--- config.mk ---
export PLATFORM = sky130hd
export DESIGN_NAME = sdram_command_bank_control
export DESIGN_NICKNAME = d
export VERILOG_FILES = /design/src/sdram_cmd_pkg.sv /design/src/sdram_command_bank_control.sv /design/src/cmd_skid_buffer.sv
export SDC_FILE = /design/constraint.sdc
export NUM_CORES = 1
export LEC_CHECK = 0
export ABC_AREA = 0
export BUFFER_PORTS_ARGS = -buffer_cell sky130_fd_sc_hd__buf_2
export CAP_MARGIN = 10
export CORE_MARGIN = 8
export CORE_UTILIZATION = 53
export DETAILED_ROUTE_END_ITERATION = 8
export GPL_TIMING_DRIVEN = 0
export PLACE_DENSITY = 0.77
export SLEW_MARGIN = 20
export SYNTH_ARGS = -nofsm -noshare
export SYNTH_HDL_FRONTEND = slang
export SYNTH_SLANG_ARGS = --single-unit
--- constraint.sdc ---
create_clock -name clk -period 2.9 [get_ports clk]
set_input_delay 0.435 -clock clk [delete_from_list [all_inputs] [get_ports clk]]
set_output_delay 0.435 -clock clk [all_outputs]
set_load 0.02 [all_outputs]
--- src/sdram_cmd_pkg.sv ---
// constants and types for the sdram command and bank control block
package sdram_cmd_pkg;
   localparam int NUM_BANKS = 4;
   localparam int BANK_W = 2;
   localparam int ADDR_W = 13;
   localparam int COL_W = 10;
   localparam int AP_BIT = 10;
   localparam int BL_W = 3;
   localparam logic [BL_W-1:0] BL_FULL = 3'h7;
   localparam logic [2:0] STROBE_ACT = 3'h3;
   localparam logic [2:0] STROBE_PRE = 3'h2;
   localparam logic [2:0] STROBE_RD = 3'h5;
   localparam logic [2:0] STROBE_WR = 3'h4;
   localparam logic [2:0] STROBE_MRS = 3'h0;
   localparam logic [2:0] STROBE_REF = 3'h1;
   localparam logic [2:0] STROBE_BST = 3'h6;
   localparam logic [2:0] STROBE_NOP = 3'h7;
   // operating states of the whole device
   typedef enum logic [1:0]
   {
      DEV_NORMAL = 2'b00,
      DEV_SUSPEND = 2'b01,
      DEV_POWERDOWN = 2'b10,
      DEV_SELFREF = 2'b11
   } dev_state_t;
   // decoded commands
   typedef enum logic [3:0]
   {
      CMD_NONE = 4'h0,
      CMD_ACT = 4'h1,
      CMD_PRE = 4'h2,
      CMD_PREALL = 4'h3,
      CMD_RD = 4'h4,
      CMD_WR = 4'h5,
      CMD_MRS = 4'h6,
      CMD_AREF = 4'h7,
      CMD_SREF = 4'h8,
      CMD_BST = 4'h9
   } cmd_t;
   localparam int BUF_DEPTH = 2;
endpackage : sdram_cmd_pkg

--- src/sdram_command_bank_control.sv ---
// command decoder and per-bank row state for a four-bank sdram
`timescale 1ns/1ps
// Functional notes
// - commands are taken only on the rising clock edge
// - decoding uses clock enable now and one cycle earlier
// - power-down request during a burst enters clock suspend instead
// - burst stop ends bursts of length 1, 2, 4, 8 or full page
// - activate is row strobe low, column high, write enable high
// - activate opens an idle bank and latches row from address 0 to 12
// - writes after activate are performed without bit mask while data mask is low
// - bank precharge is row low, column high, write low, address 10 low
// - bank precharge returns the named bank to idle
// - precharge every bank has address 10 high, bank select ignored
// - precharge every bank idles all four banks, legal when some idle
// - read is row high, column low, write high; address 10 auto precharge (the code only passes it out on cmdAutoPre, the bank stays open)
// - write is row high, column low, write low; address 10 auto precharge (the code only passes it out on cmdAutoPre, the bank stays open)
// - all commands ignored while chip select is high
module sdram_command_bank_control
   import sdram_cmd_pkg::*;
#(
   parameter int BANKS = NUM_BANKS
)
(
   // clock and reset
   input wire logic clk,
   input wire logic rst_n,
   // command pins
   input wire logic clkEn,
   input wire logic chipSelect_n,
   input wire logic rowStrobe_n,
   input wire logic colStrobe_n,
   input wire logic writeEnable_n,
   input wire logic [BANK_W-1:0] bankSelect,
   input wire logic [ADDR_W-1:0] addr,
   input wire logic dataMask,
   // burst length from mode setting
   input wire logic [BL_W-1:0] burstLenCode,
   // bank state
   output logic [BANKS-1:0] bankActive,
   output logic [ADDR_W-1:0] openRow [BANKS],
   output logic [1:0] devState,
   output logic burstActive,
   output logic writeUnmasked,
   // decoded command stream
   output logic cmdValid,
   input wire logic cmdReady,
   output logic [3:0] cmdCode,
   output logic [BANK_W-1:0] cmdBank,
   output logic [ADDR_W-1:0] cmdAddr,
   output logic cmdAutoPre
);
   localparam int EV_W = 4 + BANK_W + ADDR_W + 1;

   logic clkEnPrev_r;
   logic clkEnPrev_nxt;
   logic [BANKS-1:0] active_r;
   logic [BANKS-1:0] active_nxt;
   logic [ADDR_W-1:0] row_r [BANKS];
   logic [ADDR_W-1:0] row_nxt [BANKS];
   dev_state_t state_r;
   dev_state_t state_nxt;
   logic [COL_W:0] burstCnt_r;
   logic [COL_W:0] burstCnt_nxt;
   logic burst_r;
   logic burst_nxt;
   logic burstWr_r;
   logic burstWr_nxt;
   logic wrUnmask_r;
   logic wrUnmask_nxt;
   logic [2:0] strobes;
   cmd_t cmd;
   logic cmdLive;
   logic [EV_W-1:0] evData;
   logic [EV_W-1:0] bufData;
   logic bufValid;

   // sample-time decoding, qualified by the previous clock-enable level; current level picks refresh type
   always_comb
   begin
      strobes = {rowStrobe_n, colStrobe_n, writeEnable_n};
      cmd = CMD_NONE;
      cmdLive = (state_r == DEV_NORMAL) && clkEnPrev_r && !chipSelect_n;
      if (cmdLive)
      begin
         unique case (strobes)
            STROBE_ACT: cmd = CMD_ACT;
            STROBE_PRE: cmd = addr[AP_BIT] ? CMD_PREALL : CMD_PRE;
            STROBE_RD: cmd = CMD_RD;
            STROBE_WR: cmd = CMD_WR;
            STROBE_MRS: cmd = CMD_MRS;
            STROBE_REF: cmd = clkEn ? CMD_AREF : CMD_SREF;
            STROBE_BST: cmd = CMD_BST;
            STROBE_NOP: cmd = CMD_NONE;
         endcase
      end
   end

   // bank state next values
   always_comb
   begin
      active_nxt = active_r;
      row_nxt = row_r;
      wrUnmask_nxt = wrUnmask_r;
      if (cmd == CMD_ACT && !active_r[bankSelect])
      begin
         active_nxt[bankSelect] = 1'b1;
         row_nxt[bankSelect] = addr;
         wrUnmask_nxt = 1'b1;
      end
      else if (cmd == CMD_PRE)
      begin
         active_nxt[bankSelect] = 1'b0;
      end
      else if (cmd == CMD_PREALL)
      begin
         active_nxt = '0;
      end
      if (active_nxt == '0)
      begin
         wrUnmask_nxt = 1'b0;
      end
   end

   // burst tracking and device power state
   always_comb
   begin
      burst_nxt = burst_r;
      burstWr_nxt = burstWr_r;
      burstCnt_nxt = burstCnt_r;
      state_nxt = state_r;
      clkEnPrev_nxt = clkEn;
      if (burst_r && (state_r == DEV_NORMAL))
      begin
         if (burstCnt_r == '0)
         begin
            burst_nxt = (burstLenCode == BL_FULL);
         end
         else
         begin
            burstCnt_nxt = burstCnt_r - 1'b1;
         end
      end
      if ((cmd == CMD_RD || cmd == CMD_WR) && active_r[bankSelect])
      begin
         burst_nxt = 1'b1;
         burstWr_nxt = (cmd == CMD_WR);
         unique case (burstLenCode)
            3'h0: burstCnt_nxt = '0;
            3'h1: burstCnt_nxt = (COL_W+1)'(1);
            3'h2: burstCnt_nxt = (COL_W+1)'(3);
            3'h3: burstCnt_nxt = (COL_W+1)'(7);
            default: burstCnt_nxt = '0;
         endcase
      end
      if (cmd == CMD_BST || cmd == CMD_PRE || cmd == CMD_PREALL)
      begin
         burst_nxt = 1'b0;
      end
      unique case (state_r)
         DEV_NORMAL:
         begin
            if (clkEnPrev_r && !clkEn && cmd != CMD_SREF)
            begin
               state_nxt = (burst_r || burst_nxt) ? DEV_SUSPEND : DEV_POWERDOWN;
            end
            else if (cmd == CMD_SREF)
            begin
               state_nxt = DEV_SELFREF;
               burst_nxt = 1'b0;
            end
         end
         DEV_SUSPEND, DEV_POWERDOWN, DEV_SELFREF:
         begin
            if (!clkEnPrev_r && clkEn)
            begin
               state_nxt = DEV_NORMAL;
            end
         end
      endcase
   end

   // registers, taken on the rising edge only
   always_ff @(posedge clk)
   begin
      if (!rst_n)
      begin
         clkEnPrev_r <= 1'b0;
         active_r <= '0;
         state_r <= DEV_NORMAL;
         burst_r <= 1'b0;
         burstWr_r <= 1'b0;
         burstCnt_r <= '0;
         wrUnmask_r <= 1'b0;
         for (int i = 0; i < BANKS; i++)
         begin
            row_r[i] <= '0;
         end
      end
      else
      begin
         clkEnPrev_r <= clkEnPrev_nxt;
         active_r <= active_nxt;
         state_r <= state_nxt;
         burst_r <= burst_nxt;
         burstWr_r <= burstWr_nxt;
         burstCnt_r <= burstCnt_nxt;
         wrUnmask_r <= wrUnmask_nxt;
         row_r <= row_nxt;
      end
   end

   // decoded command events through the buffer
   assign evData = {4'(cmd), bankSelect, addr, addr[AP_BIT]};

   cmd_skid_buffer #(
      .WIDTH(EV_W)
   ) u_buf (
      .clk(clk),
      .rst_n(rst_n),
      .inValid(cmd != CMD_NONE),
      .inReady(),
      .inData(evData),
      .outValid(bufValid),
      .outReady(cmdReady || !cmdValid),
      .outData(bufData)
   );

   // registered outputs
   always_ff @(posedge clk)
   begin
      if (!rst_n)
      begin
         cmdValid <= 1'b0;
         cmdCode <= 4'h0;
         cmdBank <= '0;
         cmdAddr <= '0;
         cmdAutoPre <= 1'b0;
      end
      else if (cmdReady || !cmdValid)
      begin
         cmdValid <= bufValid;
         {cmdCode, cmdBank, cmdAddr, cmdAutoPre} <= bufData;
      end
   end

   always_ff @(posedge clk)
   begin
      if (!rst_n)
      begin
         bankActive <= '0;
         devState <= 2'h0;
         burstActive <= 1'b0;
         writeUnmasked <= 1'b0;
         for (int i = 0; i < BANKS; i++)
         begin
            openRow[i] <= '0;
         end
      end
      else
      begin
         bankActive <= active_r;
         devState <= state_r;
         burstActive <= burst_r;
         writeUnmasked <= wrUnmask_r && burstWr_r && !dataMask;
         openRow <= row_r;
      end
   end
endmodule : sdram_command_bank_control

--- src/cmd_skid_buffer.sv ---
// two-entry valid/ready buffer for decoded command events
`timescale 1ns/1ps
module cmd_skid_buffer
   import sdram_cmd_pkg::*;
#(
   parameter int WIDTH = 8
)
(
   // clock and reset
   input wire logic clk,
   input wire logic rst_n,
   // fill side
   input wire logic inValid,
   output logic inReady,
   input wire logic [WIDTH-1:0] inData,
   // drain side
   output logic outValid,
   input wire logic outReady,
   output logic [WIDTH-1:0] outData
);
   logic [WIDTH-1:0] mem_r [BUF_DEPTH];
   logic [WIDTH-1:0] mem_nxt [BUF_DEPTH];
   logic [1:0] count_r;
   logic [1:0] count_nxt;
   logic rdPtr_r;
   logic rdPtr_nxt;
   logic wrPtr_r;
   logic wrPtr_nxt;
   logic doWr;
   logic doRd;

   always_comb
   begin
      doWr = inValid && (count_r != 2'h2);
      doRd = outReady && (count_r != 2'h0);
      mem_nxt = mem_r;
      if (doWr)
      begin
         mem_nxt[wrPtr_r] = inData;
      end
      wrPtr_nxt = doWr ? ~wrPtr_r : wrPtr_r;
      rdPtr_nxt = doRd ? ~rdPtr_r : rdPtr_r;
      count_nxt = count_r + {1'b0, doWr} - {1'b0, doRd};
   end

   always_ff @(posedge clk)
   begin
      if (!rst_n)
      begin
         count_r <= 2'h0;
         rdPtr_r <= 1'b0;
         wrPtr_r <= 1'b0;
         mem_r[0] <= '0;
         mem_r[1] <= '0;
      end
      else
      begin
         count_r <= count_nxt;
         rdPtr_r <= rdPtr_nxt;
         wrPtr_r <= wrPtr_nxt;
         mem_r <= mem_nxt;
      end
   end

   assign inReady = (count_r != 2'h2);
   assign outValid = (count_r != 2'h0);
   assign outData = mem_r[rdPtr_r];
endmodule : cmd_skid_buffer

== Word level (Yosys, flattened, before mapping) ==
Cells that the tools add are included.

* Bits in registers: 198

* Add/sub/neg operators: 3
* Equal/unequal tests: 26
* Muxes and demuxes: 36
* Order comparisons: 7
* Reduce and logical (&&, ||, !) cells: 37
* Bitwise gates (word level): 9

{| class="wikitable"
|+ Operator list
! kind !! number
|-
| 20-bit two-way mux || 4
|-
| 52-bit bitwise mux || 1
|-
| 40-bit bitwise mux || 1
|-
| 11-bit two-way mux || 3
|-
| 4-bit case mux with 8 select lines || 1
|-
| 13-bit demux with 2-bit select || 1
|-
| 20-bit demux with 1-bit select || 1
|-
| 4-bit two-way mux || 5
|-
| 3-bit == test, second input constant || 5
|-
| 1-bit logical AND || 15
|-
| 13-bit two-way mux || 1
|-
| 3-bit by 2-bit == test with 1-bit output, second input constant || 4
|-
| 11-bit zero test || 1
|-
| 11-bit by 1-bit subtractor with 11-bit output, second input constant || 1
|-
| 1-bit two-way mux || 10
|-
| 3-bit case mux with 3 select lines || 1
|-
| 4-bit by 2-bit == test with 1-bit output, second input constant || 2
|-
| 4-bit by 3-bit == test with 1-bit output, second input constant || 2
|-
| 4-bit == test, second input constant || 2
|-
| 2-bit two-way mux || 4
|-
| 3-bit by 1-bit == test with 1-bit output, second input constant || 2
|-
| 1-bit zero test || 6
|-
| 1-bit logical OR || 5
|-
| 4-bit AND || 1
|-
| 31 further kinds || 39
|}

== Logic depth before layout (Yosys ltp) ==
* Depth after elaboration: 13
* Gate-level depth with buffers: 11
* Depth with buffers taken out: 9

== Cells and area by module ==
From an unflattened synthesis, not the netlist that was laid out.

* Cell total of the unflattened synthesis: 770
* Area, all modules: 7,459.7 sq um

{| class="wikitable"
|+ By module, submodules not included
! module !! seq. area each (sq um) !! instances !! cells each !! area each (sq um)
|-
| sdram_command_bank_control || 3,083.0 || 1 || 574 || 5,520.3
|-
| cmd_skid_buffer || 880.8 || 1 || 196 || 1,939.4
|}

== Least setup slack after synthesis ==
OpenSTA, ideal clock, no wires.

* Path kind: in2reg
* Start: in colStrobe_n
* End: reg u_buf.mem_r[19] (netlist name)
* Slack: 278 ps
* Stages on the path: 9
* Buffers on the path: 2
* Data arrival time: 2,546 ps
* Required time: 2,825 ps
* Library setup time: 75 ps
* Path through: clkbuf_1 inv_1 ha_1 or2_2 o221ai_1 o311ai_1 clkbuf_1 nand3_1 o21ai_0

* Word-level cells in the longest chain between the ends: 5

{| class="wikitable"
|+ RTL lines
! item !! RTL line !! source
|-
| from (decl) || sdram_command_bank_control.sv:31 || <nowiki>input wire logic colStrobe_n,</nowiki>
|-
| 3-bit == test (tied with other cells) || sdram_command_bank_control.sv:85 || <nowiki>unique case (strobes)</nowiki>
|-
| 4-bit case mux with 8 select lines (*) || sdram_command_bank_control.sv:85 ||
|-
| 4-bit two-way mux (*) || sdram_command_bank_control.sv:83 || <nowiki>if (cmdLive)</nowiki>
|-
| 4-bit nonzero test || sdram_command_bank_control.sv:220 || <nowiki>.inValid(cmd != CMD_NONE),</nowiki>
|-
| 1-bit logical AND || cmd_skid_buffer.sv:34 || <nowiki>doWr = inValid && (count_r != 2'h2);</nowiki>
|-
| to (signal assigned) || cmd_skid_buffer.sv:61 || <nowiki>mem_r <= mem_nxt;</nowiki>
|-
| to (decl) || cmd_skid_buffer.sv:21 || <nowiki>logic [WIDTH-1:0] mem_r [BUF_DEPTH];</nowiki>
|}

Every way passes the cells marked *; elsewhere a longest branch is shown, timed or not.
A chain may end at the register's enable or synchronous reset.

== Final worst setup path ==
* Start: in colStrobe_n
* End: reg row_r[17] (netlist name)

* Word-level cells in the longest chain between the ends: 5

{| class="wikitable"
|+ RTL lines
! item !! RTL line !! source
|-
| 3-bit == test (tied with other cells) || sdram_command_bank_control.sv:85 ||
|-
| 4-bit case mux with 8 select lines (*) || sdram_command_bank_control.sv:85 ||
|-
| 4-bit two-way mux (*) || sdram_command_bank_control.sv:83 ||
|-
| 4-bit by 1-bit == test with 1-bit output (*) || sdram_command_bank_control.sv:104 || <nowiki>if (cmd == CMD_ACT && !active_r[bankSelect])</nowiki>
|-
| 1-bit logical AND (*) || sdram_command_bank_control.sv:104 ||
|-
| to (signal assigned) || sdram_command_bank_control.sv:208 || <nowiki>row_r <= row_nxt;</nowiki>
|-
| to (decl) || sdram_command_bank_control.sv:58 || <nowiki>logic [ADDR_W-1:0] row_r [BANKS];</nowiki>
|}

Marks and branches as above.

==> results by group <==
Worst setup path
  • Critical path depth: 11
  • CP top delay family: buffers and inverters
  • Setup CP Type: in -> reg
  • Worst path max stage delay: 500 ps
  • Critical Path AT: 3050 ps
  • R2R cell count: 9
  • Startpoint type of the worst setup path: input pin
  • Crit-path cells: buf_2 > clkbuf_1 > inv_1 > ha_1 > o21ai_0 > a2bb2oi_1 > or3_1 > clkbuf_1 > buf_4 > mux2i_1 > nor2_1
  • CP bufs+invs: 5
  • CP max FO: 10
  • CP max stage cell: a2bb2oi_1
  • CP Capture Type: flop
  • Most frequent CP cell: clkbuf_1
  • Worst Path Required: 3200 ps

Global routing
  • Largest net degree at the start of global routing: 19
  • Vias in the first global route: 5340
  • Overall routing resource usage: 0.199
  • GRT overflow: 0
  • Initial antenna violation count: 0
  • Global-route wire length before repair: 27.6 mm

Place
  • DPL Wire Length: 12.2 mm
  • Gpl congestion: 0.880
  • IO buf count: 107

Routing
  • Vias: 5588
  • Total Wirelength: 17.6 mm
  • DR vias/cell: 5.31
  • First DRT Iteration DRCs: 386
  • DR pass1 iterations: 6
  • Per-cell routed wire length: 16.7 um
  • DRC viols: 0
  • Routed Antenna Nets: 0

STA
  • Max Slew Vio Count: 0
  • Max Clk Rate: 365 MHz
  • Final worst clock skew: 9.10 ps
  • Min cycle time layout: 2740 ps
  • Final hold violation count: 0
  • Slew HR: 0.402
  • Total Neg Setup Slack: 0 ps
  • Unrepaired setup endpoints after global routing: no
  • Final Cycle Share: 0.945
  • Setup violations, final: 0
  • Worst slew pin tran: 895 ps

Yosys
  • Top cells by area, synth: dfxtp_1 55%, mux2i_1 8.2%, and2_1 5.5%
  • Main synth FF type: dfxtp_1
  • Synth Warn #: 0
  • Yosys cell types: 59
  • Post-synthesis sequential area ratio: 0.549
  • Synth Cell Area: 7110 um2
  • Synthesized instance count: 739
  • Mapped Avg Cell Area: 9.62 um2
  • #FFs+latches synth: 195
  • Synth async-reset ratio: 0
  • Synth area leader: dfxtp_1
  • Yosys top cell area share: 0.549
  • Post-synth EDFFs: 0
  • Post-Syn Nets: 770

Finish
  • Nets@finish: 895
  • Ratio of cells with drive above 1 in the final layout: 0.179
  • Ant diodes: 0
  • Commonest cells after routing, fill and taps aside: 195 x dfxtp_1, 108 x buf_2, 84 x nor2_1
  • Most common cell after layout, fill and taps aside: dfxtp_1
  • Area Growth Syn to Fin: 19.3%
  • Util after Layout: 0.643

CTS
  • Root Buffer: clkbuf_16
  • H-Tree Depth: 4
  • Latest clock arrival within the worst-skew pair: 440 ps
  • CTS tree: built
  • Post-CTS Setup Bufs: 0
  • Clk buf depth: 2
  • Clock transition at path regs: 70 ps
  • CTS buffer count: 17
  • CTS Sinks: 195
  • Cts hold-fix bufs: 0

Pwr
  • Max VDD drop: 0.000361 V
  • Pleak: 3.76 nW
  • Power Density: 680 nW/um2

Die
  • I/O Pins: 108
  • Effective utilization at floorplan: 0.539
  • Die area: 17400 um2
  • Area of the core: 13200 um2
  • Site row count: 42
  • Die X: 132 um
  • Die height: 132 um

Min path
  • Min-delay worst type: in -> reg
  • WHS Path Cells: 2

Run status
  • Run status: finished clean

Job
  • Max Cap Violations: 0
[path summary, 6_finish.rpt]
path,start,endpoint,slack (ps)
hold / removal,dataMask,writeUnmasked$_SDFF_PN0_,160
hold reg to reg,u_buf.mem_r[37]$_SDFFE_PN0P_,u_buf.mem_r[37]$_SDFFE_PN0P_,450
setup reg to reg,state_r[0]$_SDFFE_PN0P_,row_r[17]$_SDFFE_PN0P_,190
setup / recovery,colStrobe_n,row_r[17]$_SDFFE_PN0P_,160
[sequential cells by signal, summed over array words and instances, names as in the netlist]
signal	count
openRow	52
row_r	52
u_buf.mem_r	38
cmdAddr	13
burstCnt_r	11
active_r	4
bankActive	4
cmdCode	4
cmdBank	2
devState	2
state_r	2
u_buf.count_r	2
burstActive	1
burstWr_r	1
burst_r	1
clkEnPrev_r	1
cmdValid	1
u_buf.rdPtr_r	1
u_buf.wrPtr_r	1
wrUnmask_r	1
writeUnmasked	1
[logic make-up after synthesis]
| kind of cell | after synthesis | synth area share |
|---|---|---|
| multiplexers | 61 | 0.0880 |
| adder cells (fa/ha/maj) | 4 | 0.00704 |
| XOR/XNOR | 13 | 0.0160 |
| buffers and inverters | 59 | 0.0363 |
| AO/OA/AOI/OAI | 113 | 0.0982 |
| AND/OR/NAND/NOR | 294 | 0.205 |
| flip-flops | 195 | 0.549 |
[synthesized netlist by cell type (2+ instances only)]
| cell | n |
|---|---|
| mux2i_1 | 58 |
| nor3b_1 | 3 |
| nor3_1 | 11 |
| a211oi_1 | 22 |
| mux2_2 | 2 |
| dfxtp_1 | 195 |
| clkbuf_1 | 35 |
| xnor2_1 | 4 |
| xor2_1 | 9 |
| nand3_1 | 43 |
| nor2_1 | 84 |
| nor4b_1 | 2 |
| nand2_1 | 57 |
| nor2b_1 | 3 |
| or4_1 | 5 |
| o311ai_1 | 2 |
| a2bb2oi_1 | 2 |
| ha_1 | 4 |
| and2_1 | 62 |
| inv_1 | 10 |
| o221ai_1 | 2 |
| o21a_1 | 2 |
| nand4_1 | 5 |
| buf_4 | 2 |
| a21boi_0 | 2 |
| o21ai_0 | 42 |
| buf_6 | 2 |
| buf_1 | 7 |
| nor4_1 | 2 |
| nand2b_1 | 5 |
| a21oi_1 | 25 |
| nand4b_1 | 2 |
| or3_1 | 2 |
[power by group]
group          switching (W)  total [W]  internal, W
clock network        0.00108    0.00226      0.00118
logic               0.000437   0.000689     0.000251
registers          0.0000516    0.00282      0.00277
[final cells by class]
cell class / instances / area, um2
Inverter: 10 / 37.5
Buffer: 48 / 216
Clock buffer: 19 / 453
Clock inverter: 13 / 119
Tap cell: 176 / 220
Timing Repair Buffer: 107 / 536
Fill cell: 1129 / 4710
Multi-Input combinational cell: 485 / 2990
Sequential cell: 195 / 3900
[stage by stage]
step / hold slack [ps] / setup slack, ps / instance area [um2] / power, W / instances
6_report: 165 / 159 / 8480 / 0.00577 / 1053
5_1_grt: 153 / 11.2 / 8480 / 0.00598 / 1053
4_1_cts: 149 / 64.7 / 8450 / 0.00577 / 1054
3_5_place_dp: 440 / -568 / 7860 / 0.00355 / 1022
3_3_place_gp: 432 / -534 / 7860 / 0.00354 / 1022
2_1_floorplan: 414 / 278 / 7110 / 0.00334 / 739
[worst register-to-register path, cell delays in order (launching register included)]
cell and delay [ps]:
dfxtp_1 310, buf_6 130, or4b_1 500, clkbuf_2 190
or3_4 420, or3_1 360, clkbuf_1 190, buf_4 230
mux2i_1 190, nor2_1 60
[per-layer routing]
| layer | vias to the layer above | share of wire | track usage |
|---|---|---|---|
| met1 | 2636 | 0.45 | 0.242 |
| met2 | 143 | 0.48 | 0.326 |
| met3 | 29 | 0.050 | 0.0522 |
| met5 | - | 0 | 0 |
| li1 | 2780 | - | - |
| met4 | 0 | 0.022 | 0.0836 |
[repair_timing]
action / in CTS / in global routing
setup endpoints to repair: 37 / 39
gates resized for setup: 2 / 3
gates cloned: 0 / 0
Note: power is estimated with default switching activity, not from simulation.
